--- config.mk ---
export PLATFORM = sky130hd
export DESIGN_NAME = nvsram_host_ctrl
export DESIGN_NICKNAME = d
export VERILOG_FILES = /design/src/logic/nvsram_host_pkg.sv /design/src/logic/nvsram_seq_rom.sv /design/src/logic/nvsram_host_ctrl.sv
export SDC_FILE = /design/constraint.sdc
export NUM_CORES = 1
export LEC_CHECK = 0
export ABC_AREA = 1
export BUFFER_PORTS_ARGS = -buffer_cell sky130_fd_sc_hd__buf_2
export CAP_MARGIN = 20
export CORE_MARGIN = 5
export CORE_UTILIZATION = 50
export DETAILED_ROUTE_END_ITERATION = 8
export PLACE_DENSITY = 0.86
export SYNTH_ARGS = -nofsm -noshare
export SYNTH_HDL_FRONTEND = slang
export SYNTH_HIERARCHICAL = 1
export SYNTH_SLANG_ARGS = --single-unit
--- constraint.sdc ---
create_clock -name clk_sys -period 1.85 [get_ports clk_sys]
set_input_delay 0.185 -clock clk_sys [delete_from_list [all_inputs] [get_ports clk_sys]]
set_output_delay 0.185 -clock clk_sys [all_outputs]
set_load 0.005 [all_outputs]
--- src/logic/nvsram_host_pkg.sv ---
// Package: pin bundles, timing counts and command codes for the nvSRAM host
package nvsram_host_pkg;

  localparam int ADDR_W = 15;
  localparam int DATA_W = 8;
  localparam int CLK_NS = 20;

  // Pin timing, in ns, and derived cycle counts (least times round up)
  localparam int T_SETUP_NS = 20;
  localparam int T_PULSE_NS = 45;
  localparam int T_HOLD_NS = 20;
  localparam int T_TURN_NS = 20;
  localparam int SETUP_CYC = (T_SETUP_NS + CLK_NS - 1) / CLK_NS;
  localparam int PULSE_CYC = (T_PULSE_NS + CLK_NS - 1) / CLK_NS;
  localparam int HOLD_CYC = (T_HOLD_NS + CLK_NS - 1) / CLK_NS;
  localparam int TURN_CYC = (T_TURN_NS + CLK_NS - 1) / CLK_NS;
  localparam int CNT_W = 4;

  // Software store and recall address sequence
  localparam logic [ADDR_W-1:0] SEQ_A0 = 15'h0e38;
  localparam logic [ADDR_W-1:0] SEQ_A1 = 15'h31c7;
  localparam logic [ADDR_W-1:0] SEQ_A2 = 15'h03e0;
  localparam logic [ADDR_W-1:0] SEQ_A3 = 15'h3c1f;
  localparam logic [ADDR_W-1:0] SEQ_A4 = 15'h303f;
  localparam logic [ADDR_W-1:0] SEQ_STORE = 15'h0fc0;
  localparam logic [ADDR_W-1:0] SEQ_RECALL = 15'h0c63;
  localparam int SEQ_LEN = 6;

  typedef enum logic [2:0] {
    CMD_READ = 3'h0,
    CMD_WRITE = 3'h1,
    CMD_SW_STORE = 3'h2,
    CMD_SW_RECALL = 3'h3,
    CMD_HW_STORE = 3'h4
  } cmd_t;

  typedef struct packed {
    cmd_t cmd;
    logic [ADDR_W-1:0] addr;
    logic [DATA_W-1:0] wdata;
  } req_t;

  typedef struct packed {
    logic chipSelect_n;
    logic outputEnable_n;
    logic writeEnable_n;
    logic [ADDR_W-1:0] byteAddress;
  } ctrl_pins_t;

endpackage

--- src/logic/nvsram_seq_rom.sv ---
// Address lookup for the software store and recall read sequences
`timescale 1ns/1ps
module nvsram_seq_rom
(
  input wire logic [2:0] step,
  input wire logic recall,
  output logic [nvsram_host_pkg::ADDR_W-1:0] addr
);

  always_comb
  begin
    case (step)
      3'h0: addr = nvsram_host_pkg::SEQ_A0;
      3'h1: addr = nvsram_host_pkg::SEQ_A1;
      3'h2: addr = nvsram_host_pkg::SEQ_A2;
      3'h3: addr = nvsram_host_pkg::SEQ_A3;
      3'h4: addr = nvsram_host_pkg::SEQ_A4;
      3'h5: addr = recall ? nvsram_host_pkg::SEQ_RECALL
                          : nvsram_host_pkg::SEQ_STORE;
      default: addr = nvsram_host_pkg::SEQ_A0;
    endcase
  end

endmodule

--- src/logic/nvsram_host_ctrl.sv ---
// Host-side access controller for a 32K x 8 nonvolatile SRAM
`timescale 1ns/1ps
// Functional notes
// - Host holds address through write end
// - Data valid before write ending edge
// - Host keeps OE high during writes
// - External low on busy starts store if anything was written since the last nonvolatile cycle
// - Six select reads start software store
// - Last read 0x0c63 starts recall
module nvsram_host_ctrl
(
  input wire logic clk_sys,
  input wire logic srst,
  input wire logic reqValid,
  input wire nvsram_host_pkg::req_t req,
  output logic reqReady,
  output logic rspValid,
  output logic [nvsram_host_pkg::DATA_W-1:0] rspData,
  output nvsram_host_pkg::ctrl_pins_t pins,
  input wire logic [nvsram_host_pkg::DATA_W-1:0] dataLinesIn,
  output logic [nvsram_host_pkg::DATA_W-1:0] dataLinesOut,
  output logic dataLinesOe,
  input wire logic storeBusyIn_n,
  output logic storeBusyOut_n,
  output logic storeBusyOe
);

  typedef enum logic [2:0] {
    ST_IDLE = 3'b000,
    ST_SETUP = 3'b001,
    ST_PULSE = 3'b011,
    ST_HOLD = 3'b010,
    ST_TURN = 3'b110,
    ST_HWREQ = 3'b111
  } state_t;

  state_t state;
  nvsram_host_pkg::req_t cur;
  logic [nvsram_host_pkg::CNT_W-1:0] cnt;
  logic [2:0] seqStep;
  logic [nvsram_host_pkg::ADDR_W-1:0] seqAddr;

  function automatic logic isSeq(input nvsram_host_pkg::cmd_t c);
    isSeq = (c == nvsram_host_pkg::CMD_SW_STORE) ||
            (c == nvsram_host_pkg::CMD_SW_RECALL);
  endfunction

  function automatic logic isWrite(input nvsram_host_pkg::cmd_t c);
    isWrite = (c == nvsram_host_pkg::CMD_WRITE);
  endfunction

  nvsram_seq_rom nvsram_seq_rom_inst
  (
    .step(seqStep),
    .recall(cur.cmd == nvsram_host_pkg::CMD_SW_RECALL),
    .addr(seqAddr)
  );

  ////////////////////////////////////////////////////////////////////////////
  // Access sequencer

  always_ff @(posedge clk_sys)
  begin
    if (srst)
    begin
      state <= ST_IDLE;
      cur <= '0;
      cnt <= '0;
      seqStep <= 3'h0;
      reqReady <= 1'b0;
    end
    else
    begin
      case (state)
        ST_IDLE:
        begin
          // Ready only while the pin is high: a running store refuses us
          reqReady <= storeBusyIn_n && !(reqValid && reqReady);
          if (reqValid && reqReady)
          begin
            cur <= req;
            seqStep <= 3'h0;
            cnt <= '0;
            if (req.cmd == nvsram_host_pkg::CMD_HW_STORE)
              state <= ST_HWREQ;
            else
              state <= ST_SETUP;
          end
        end
        ST_SETUP:
        begin
          // Writes that find busy low during setup are abandoned
          if (!storeBusyIn_n && isWrite(cur.cmd))
          begin
            state <= ST_TURN;
            cnt <= '0;
          end
          else if (cnt == 4'(nvsram_host_pkg::SETUP_CYC - 1))
          begin
            state <= ST_PULSE;
            cnt <= '0;
          end
          else
            cnt <= cnt + 4'h1;
        end
        ST_PULSE:
        begin
          if (cnt == 4'(nvsram_host_pkg::PULSE_CYC - 1))
          begin
            state <= ST_HOLD;
            cnt <= '0;
          end
          else
            cnt <= cnt + 4'h1;
        end
        ST_HOLD:
        begin
          if (cnt == 4'(nvsram_host_pkg::HOLD_CYC - 1))
          begin
            cnt <= '0;
            // Sequence reads go back to back so nothing can intervene
            if (isSeq(cur.cmd) &&
                seqStep != 3'(nvsram_host_pkg::SEQ_LEN - 1))
            begin
              seqStep <= seqStep + 3'h1;
              state <= ST_SETUP;
            end
            else
              state <= ST_TURN;
          end
          else
            cnt <= cnt + 4'h1;
        end
        ST_TURN:
        begin
          if (cnt == 4'(nvsram_host_pkg::TURN_CYC - 1))
            state <= ST_IDLE;
          else
            cnt <= cnt + 4'h1;
        end
        ST_HWREQ:
        begin
          // Release after PULSE_CYC cycles; the device's own pull on the busy pin is not checked
          if (cnt == 4'(nvsram_host_pkg::PULSE_CYC - 1))
            state <= ST_TURN;
          else
            cnt <= cnt + 4'h1;
          if (cnt == 4'(nvsram_host_pkg::PULSE_CYC - 1))
            cnt <= '0;
        end
        default:
          state <= ST_IDLE;
      endcase
    end
  end

  ////////////////////////////////////////////////////////////////////////////
  // Pin drivers, all registered from the current state view

  logic active;
  logic curWr;
  // Select rises in the hold of each sequence read: the device counts
  // only select-ended reads
  assign active = (state == ST_SETUP) || (state == ST_PULSE) ||
                  (state == ST_HOLD && !isSeq(cur.cmd));
  assign curWr = isWrite(cur.cmd);

  always_ff @(posedge clk_sys)
  begin
    if (srst)
    begin
      pins <= '{1'b1, 1'b1, 1'b1, '0};
      dataLinesOut <= '0;
      dataLinesOe <= 1'b0;
    end
    else
    begin
      // Address stays put from setup through hold
      pins.byteAddress <= isSeq(cur.cmd) ? seqAddr : cur.addr;
      pins.chipSelect_n <= !active;
      // Output enable never low during a write
      pins.outputEnable_n <= !(active && !curWr &&
                               !isSeq(cur.cmd));
      pins.writeEnable_n <= !((state == ST_PULSE) && curWr);
      // Data driven from setup to hold, so it brackets the WE rise
      dataLinesOe <= active && curWr;
      dataLinesOut <= cur.wdata;
    end
  end

  always_ff @(posedge clk_sys)
  begin
    if (srst)
    begin
      storeBusyOut_n <= 1'b0;
      storeBusyOe <= 1'b0;
    end
    else
    begin
      storeBusyOut_n <= 1'b0;
      storeBusyOe <= (state == ST_HWREQ);
    end
  end

  ////////////////////////////////////////////////////////////////////////////
  // Read capture at the end of the strobe

  always_ff @(posedge clk_sys)
  begin
    if (srst)
    begin
      rspValid <= 1'b0;
      rspData <= '0;
    end
    else
    begin
      rspValid <= 1'b0;
      if (state == ST_HOLD && cnt == '0 && !curWr && !isSeq(cur.cmd))
      begin
        rspValid <= 1'b1;
        rspData <= dataLinesIn;
      end
    end
  end

  ////////////////////////////////////////////////////////////////////////////
  // Checks

  property p_noOeDuringWrite;
    @(posedge clk_sys) disable iff (srst)
    !pins.writeEnable_n |-> pins.outputEnable_n;
  endproperty
  a_noOeDuringWrite: assert property (p_noOeDuringWrite)
    else $error("output enable low during write");

  property p_weNeedsCs;
    @(posedge clk_sys) disable iff (srst)
    !pins.writeEnable_n |-> !pins.chipSelect_n && dataLinesOe;
  endproperty
  a_weNeedsCs: assert property (p_weNeedsCs)
    else $error("write strobe without select or data");

  property p_addrStableWrite;
    @(posedge clk_sys) disable iff (srst)
    !pins.writeEnable_n |=> $stable(pins.byteAddress);
  endproperty
  a_addrStableWrite: assert property (p_addrStableWrite)
    else $error("address moved during write");

  property p_dataHoldAfterWe;
    @(posedge clk_sys) disable iff (srst)
    $rose(pins.writeEnable_n) |-> dataLinesOe && $stable(dataLinesOut);
  endproperty
  a_dataHoldAfterWe: assert property (p_dataHoldAfterWe)
    else $error("data not held at write end");

  property p_weWidth;
    @(posedge clk_sys) disable iff (srst)
    $fell(pins.writeEnable_n) |-> !pins.writeEnable_n [*2];
  endproperty
  a_weWidth: assert property (p_weWidth)
    else $error("write pulse too short");

  property p_noDriveIdle;
    @(posedge clk_sys) disable iff (srst)
    pins.chipSelect_n |-> !dataLinesOe;
  endproperty
  a_noDriveIdle: assert property (p_noDriveIdle)
    else $error("data driven while deselected");

  property p_noWriteWhenBusy;
    @(posedge clk_sys) disable iff (srst)
    !storeBusyIn_n && state == ST_SETUP && curWr |=> state == ST_TURN;
  endproperty
  a_noWriteWhenBusy: assert property (p_noWriteWhenBusy)
    else $error("write started while busy low");

  property p_readResp;
    @(posedge clk_sys) disable iff (srst)
    $fell(pins.outputEnable_n) |-> ##[1:6] rspValid;
  endproperty
  a_readResp: assert property (p_readResp)
    else $error("read gave no response");

endmodule

==> metrics.cfg <==
[pwr]
netSwitchingPower_mw=1.77
leakagePower_nw=1.68
p_seq_frac=0.411
clkPwrFrac=0.266
power_per_cell_area_nw_per_um2=1300
sw_frac_of_total=0.363
pwr-share-comb=0.324
total_chip_power_mw=4.88
intPower_mw=3.11
max-vdd-ir-drop_mv=0.801

[synthesis]
synth_cell_type_count=33
synthesis.nets=455
syn_avg_cell_area_sq_um=7.67
synth_top_area_share=0.469
synth.ff_latch_count=74
synth_seq_area_share=0.469
post-synth-top-area-cell=sky130_fd_sc_hd__dfxtp_1
postSynthCellCount=412
synth_area_sq_um=3160
post_synth_main_area_contributors=sky130_fd_sc_hd__dfxtp_1 (47%), sky130_fd_sc_hd__nor2_1 (7.6%), sky130_fd_sc_hd__nand2_1 (6.4%)
warning_count_from_the_yosys_run=6

[critical_path]
ff2ff_setup_slack_ns=0.24
worstPathMaxFanout=5
criticalPathCategory=reg -> reg
crit_path_max_incr_delay_ns=0.39
crit_path_cell_trace=inv_1 -> ha_1 -> nand2_1 -> nand2_1 -> nand2_1 -> nand2_1 -> nor3_1 -> nor2_1
worst_ep_arrival_time_ns=1.84
worst_setup_ep_type=register
startpoint_type=register
critical-path-slowest-cell=sky130_fd_sc_hd__dfxtp_1
required_time_reported_for_the_critical_path_endpoint_ns=2.08
crit_top_cell=sky130_fd_sc_hd__nand2_1

[grt]
first_global_vias=2804
antenna_found_initial=0
grt_use_total=0.189
grt_first_pass_wirelength_mm=11.8
pin_count_of_the_biggest_net_entering_global_routing=46
grt.overflow.total=0

[outcome]
run_status=finished clean

[place]
global_placement_routability_congestion=0.884
dp_cells=548
dp_hpwl_mm=5.20
io_buffer_count=75

[timing]
min_period_over_period=0.868
hold_slack_ns=0.0910
final.setup_skew_ns=0.00670
finalSetupViolations=0
drv_slew=0
fmax_ghz=0.623
grt_setup_unrepaired=no
finalWorstPathRequiredPeriod_ns=1.61
hold_viol_final=0
timing.setup.tns_ns=0

[routing]
postRouteWirelength_mm=7.24
remaining_drc_errors=0
route.detailed.wl_per_inst_um=12.8
ant_nets=0
drt-initial-drc-count=124
vias_per_cell=5.09
vias_post_dr=2868
firstDrtPassIters=4

[die]
number_of_ports_placed_on_the_die_boundary=77
chipHeight_um=89.5
floorplan_die_area_sq_um=8010
die-width_um=89.5
floorplan.core_area_sq_um=6240
rows=29
floorplan.initialDensity=0.507

[cts]
cts_hold_buf=0
clockRootBuffer=sky130_fd_sc_hd__clkbuf_8
cts_inserted_buffers=9
path_clk_slew_ns=0.08
insertion_delay_ns=0.34
clock_path_buffers=2
tritoncts_clock_tree=yes
clkSinkCount=74
cts-htree-levels=3
cts_setup_buffers=0
post_cts_resized=0

[finish]
layout-drive-gt1-share=0.261
most-common-layout-cells=sky130_fd_sc_hd__buf_2 (75), sky130_fd_sc_hd__dfxtp_1 (74), sky130_fd_sc_hd__nor2_1 (64), sky130_fd_sc_hd__nand2_1 (54), sky130_fd_sc_hd__a21oi_1 (40)
layout_commonest_cell=sky130_fd_sc_hd__buf_2
antenna_cells=0
design.final.nets=525
finished_layout_cells=564
areaGrowthSynthToFinish_pct=19.0

[job]
max_cap_viol_count=0

[hold_path]
holdCritPathClass=in -> reg

[critical path, delay by kind of cell, from the launching register on]
| family | cells | cell delay, ns |
|---|---|---|
| buf+inv | 1 | 0.11 |
| flops | 1 | 0.39 |
| simple gates | 6 | 0.73 |
| fa+ha+maj | 1 | 0.28 |
[Yosys cell counts, drive strengths merged]
cell type  count
nor2          70
clkinv         2
clkbuf         8
o21ai         50
xnor2          1
nor3           4
nand2         63
a21oi         44
nand4          6
conb           2
ha             5
xor2           1
o21bai         1
nand3         27
a21boi         1
dfxtp         74
inv           40
buf           13
[cell families (layout without fill, tap and decap cells)]
kind of cell,after synthesis,after routing,share of synthesized area
AOI/OAI and AO/OA,96,96,0.159
xor gates and xnor gates,2,2,0.00554
adders and majority gates,5,5,0.0198
buffers and inverters,63,138,0.0934
DFF,74,74,0.469
other,2,2,0.00238
and+or+nand+nor,170,170,0.251
[metrics by stage]
stage / cell area, sq um / setup WS (ns) / util
3_5_place_dp: 3550 / 0.250 / 0.569
4_1_cts: 3760 / 0.243 / 0.603
5_1_grt: 3760 / 0.0766 / 0.603
6_report: 3760 / 0.244 / 0.603
2_1_floorplan: 3160 / 0.428 / -
3_3_place_gp: 3550 / 0.343 / 0.569
[layer usage]
layer / vias to the layer above / routed length [um] / GRT usage
li1: 1466 / - / -
met1: 1301 / 3040 / 0.204
met2: 92 / 3530 / 0.342
met3: 9 / 584 / 0.0608
met4: 0 / 89 / 0.0690
met5: - / 0 / 0
[flip-flops by register name, indices dropped and copies added (netlist names)]
| name | flops |
|---|---|
| rspData | 8 |
| dataLinesOut | 8 |
| reqReady | 1 |
| cur | 26 |
| dataLinesOe | 1 |
| cnt | 4 |
| rspValid | 1 |
| state | 3 |
| pins | 18 |
| storeBusyOe | 1 |
| seqStep | 3 |
[power groups by stage]
stage,Clock [mW],Combinational (mW),Sequential (mW)
after floorplan,0,1.18,2.04
after global routing,1.41,1.77,2.04
after detailed placement,0,1.57,2.04
after CTS,1.33,1.58,2.00
final,1.30,1.58,2.00
after global placement,0,1.51,2.02
[worst paths after layout]
path             startpoint  depth (start not counted)         endpoint
min          dataLinesIn[1]                          3       rspData[1]
max reg2reg          cnt[0]                          8           cnt[0]
min reg2reg          cur[7]                          2  dataLinesOut[7]
max                  cnt[0]                          8           cnt[0]
[layout make-up]
type | instances | area [sq um]
fillers | 562 | 2480
clock inverters | 5 | 62.6
inverters | 42 | 161
repair buffers | 80 | 425
multi-input cells | 275 | 1390
flip-flops and latches | 74 | 1480
well taps | 77 | 96.3
clock buffers | 11 | 151
Note: power is estimated with default switching activity, not from simulation.
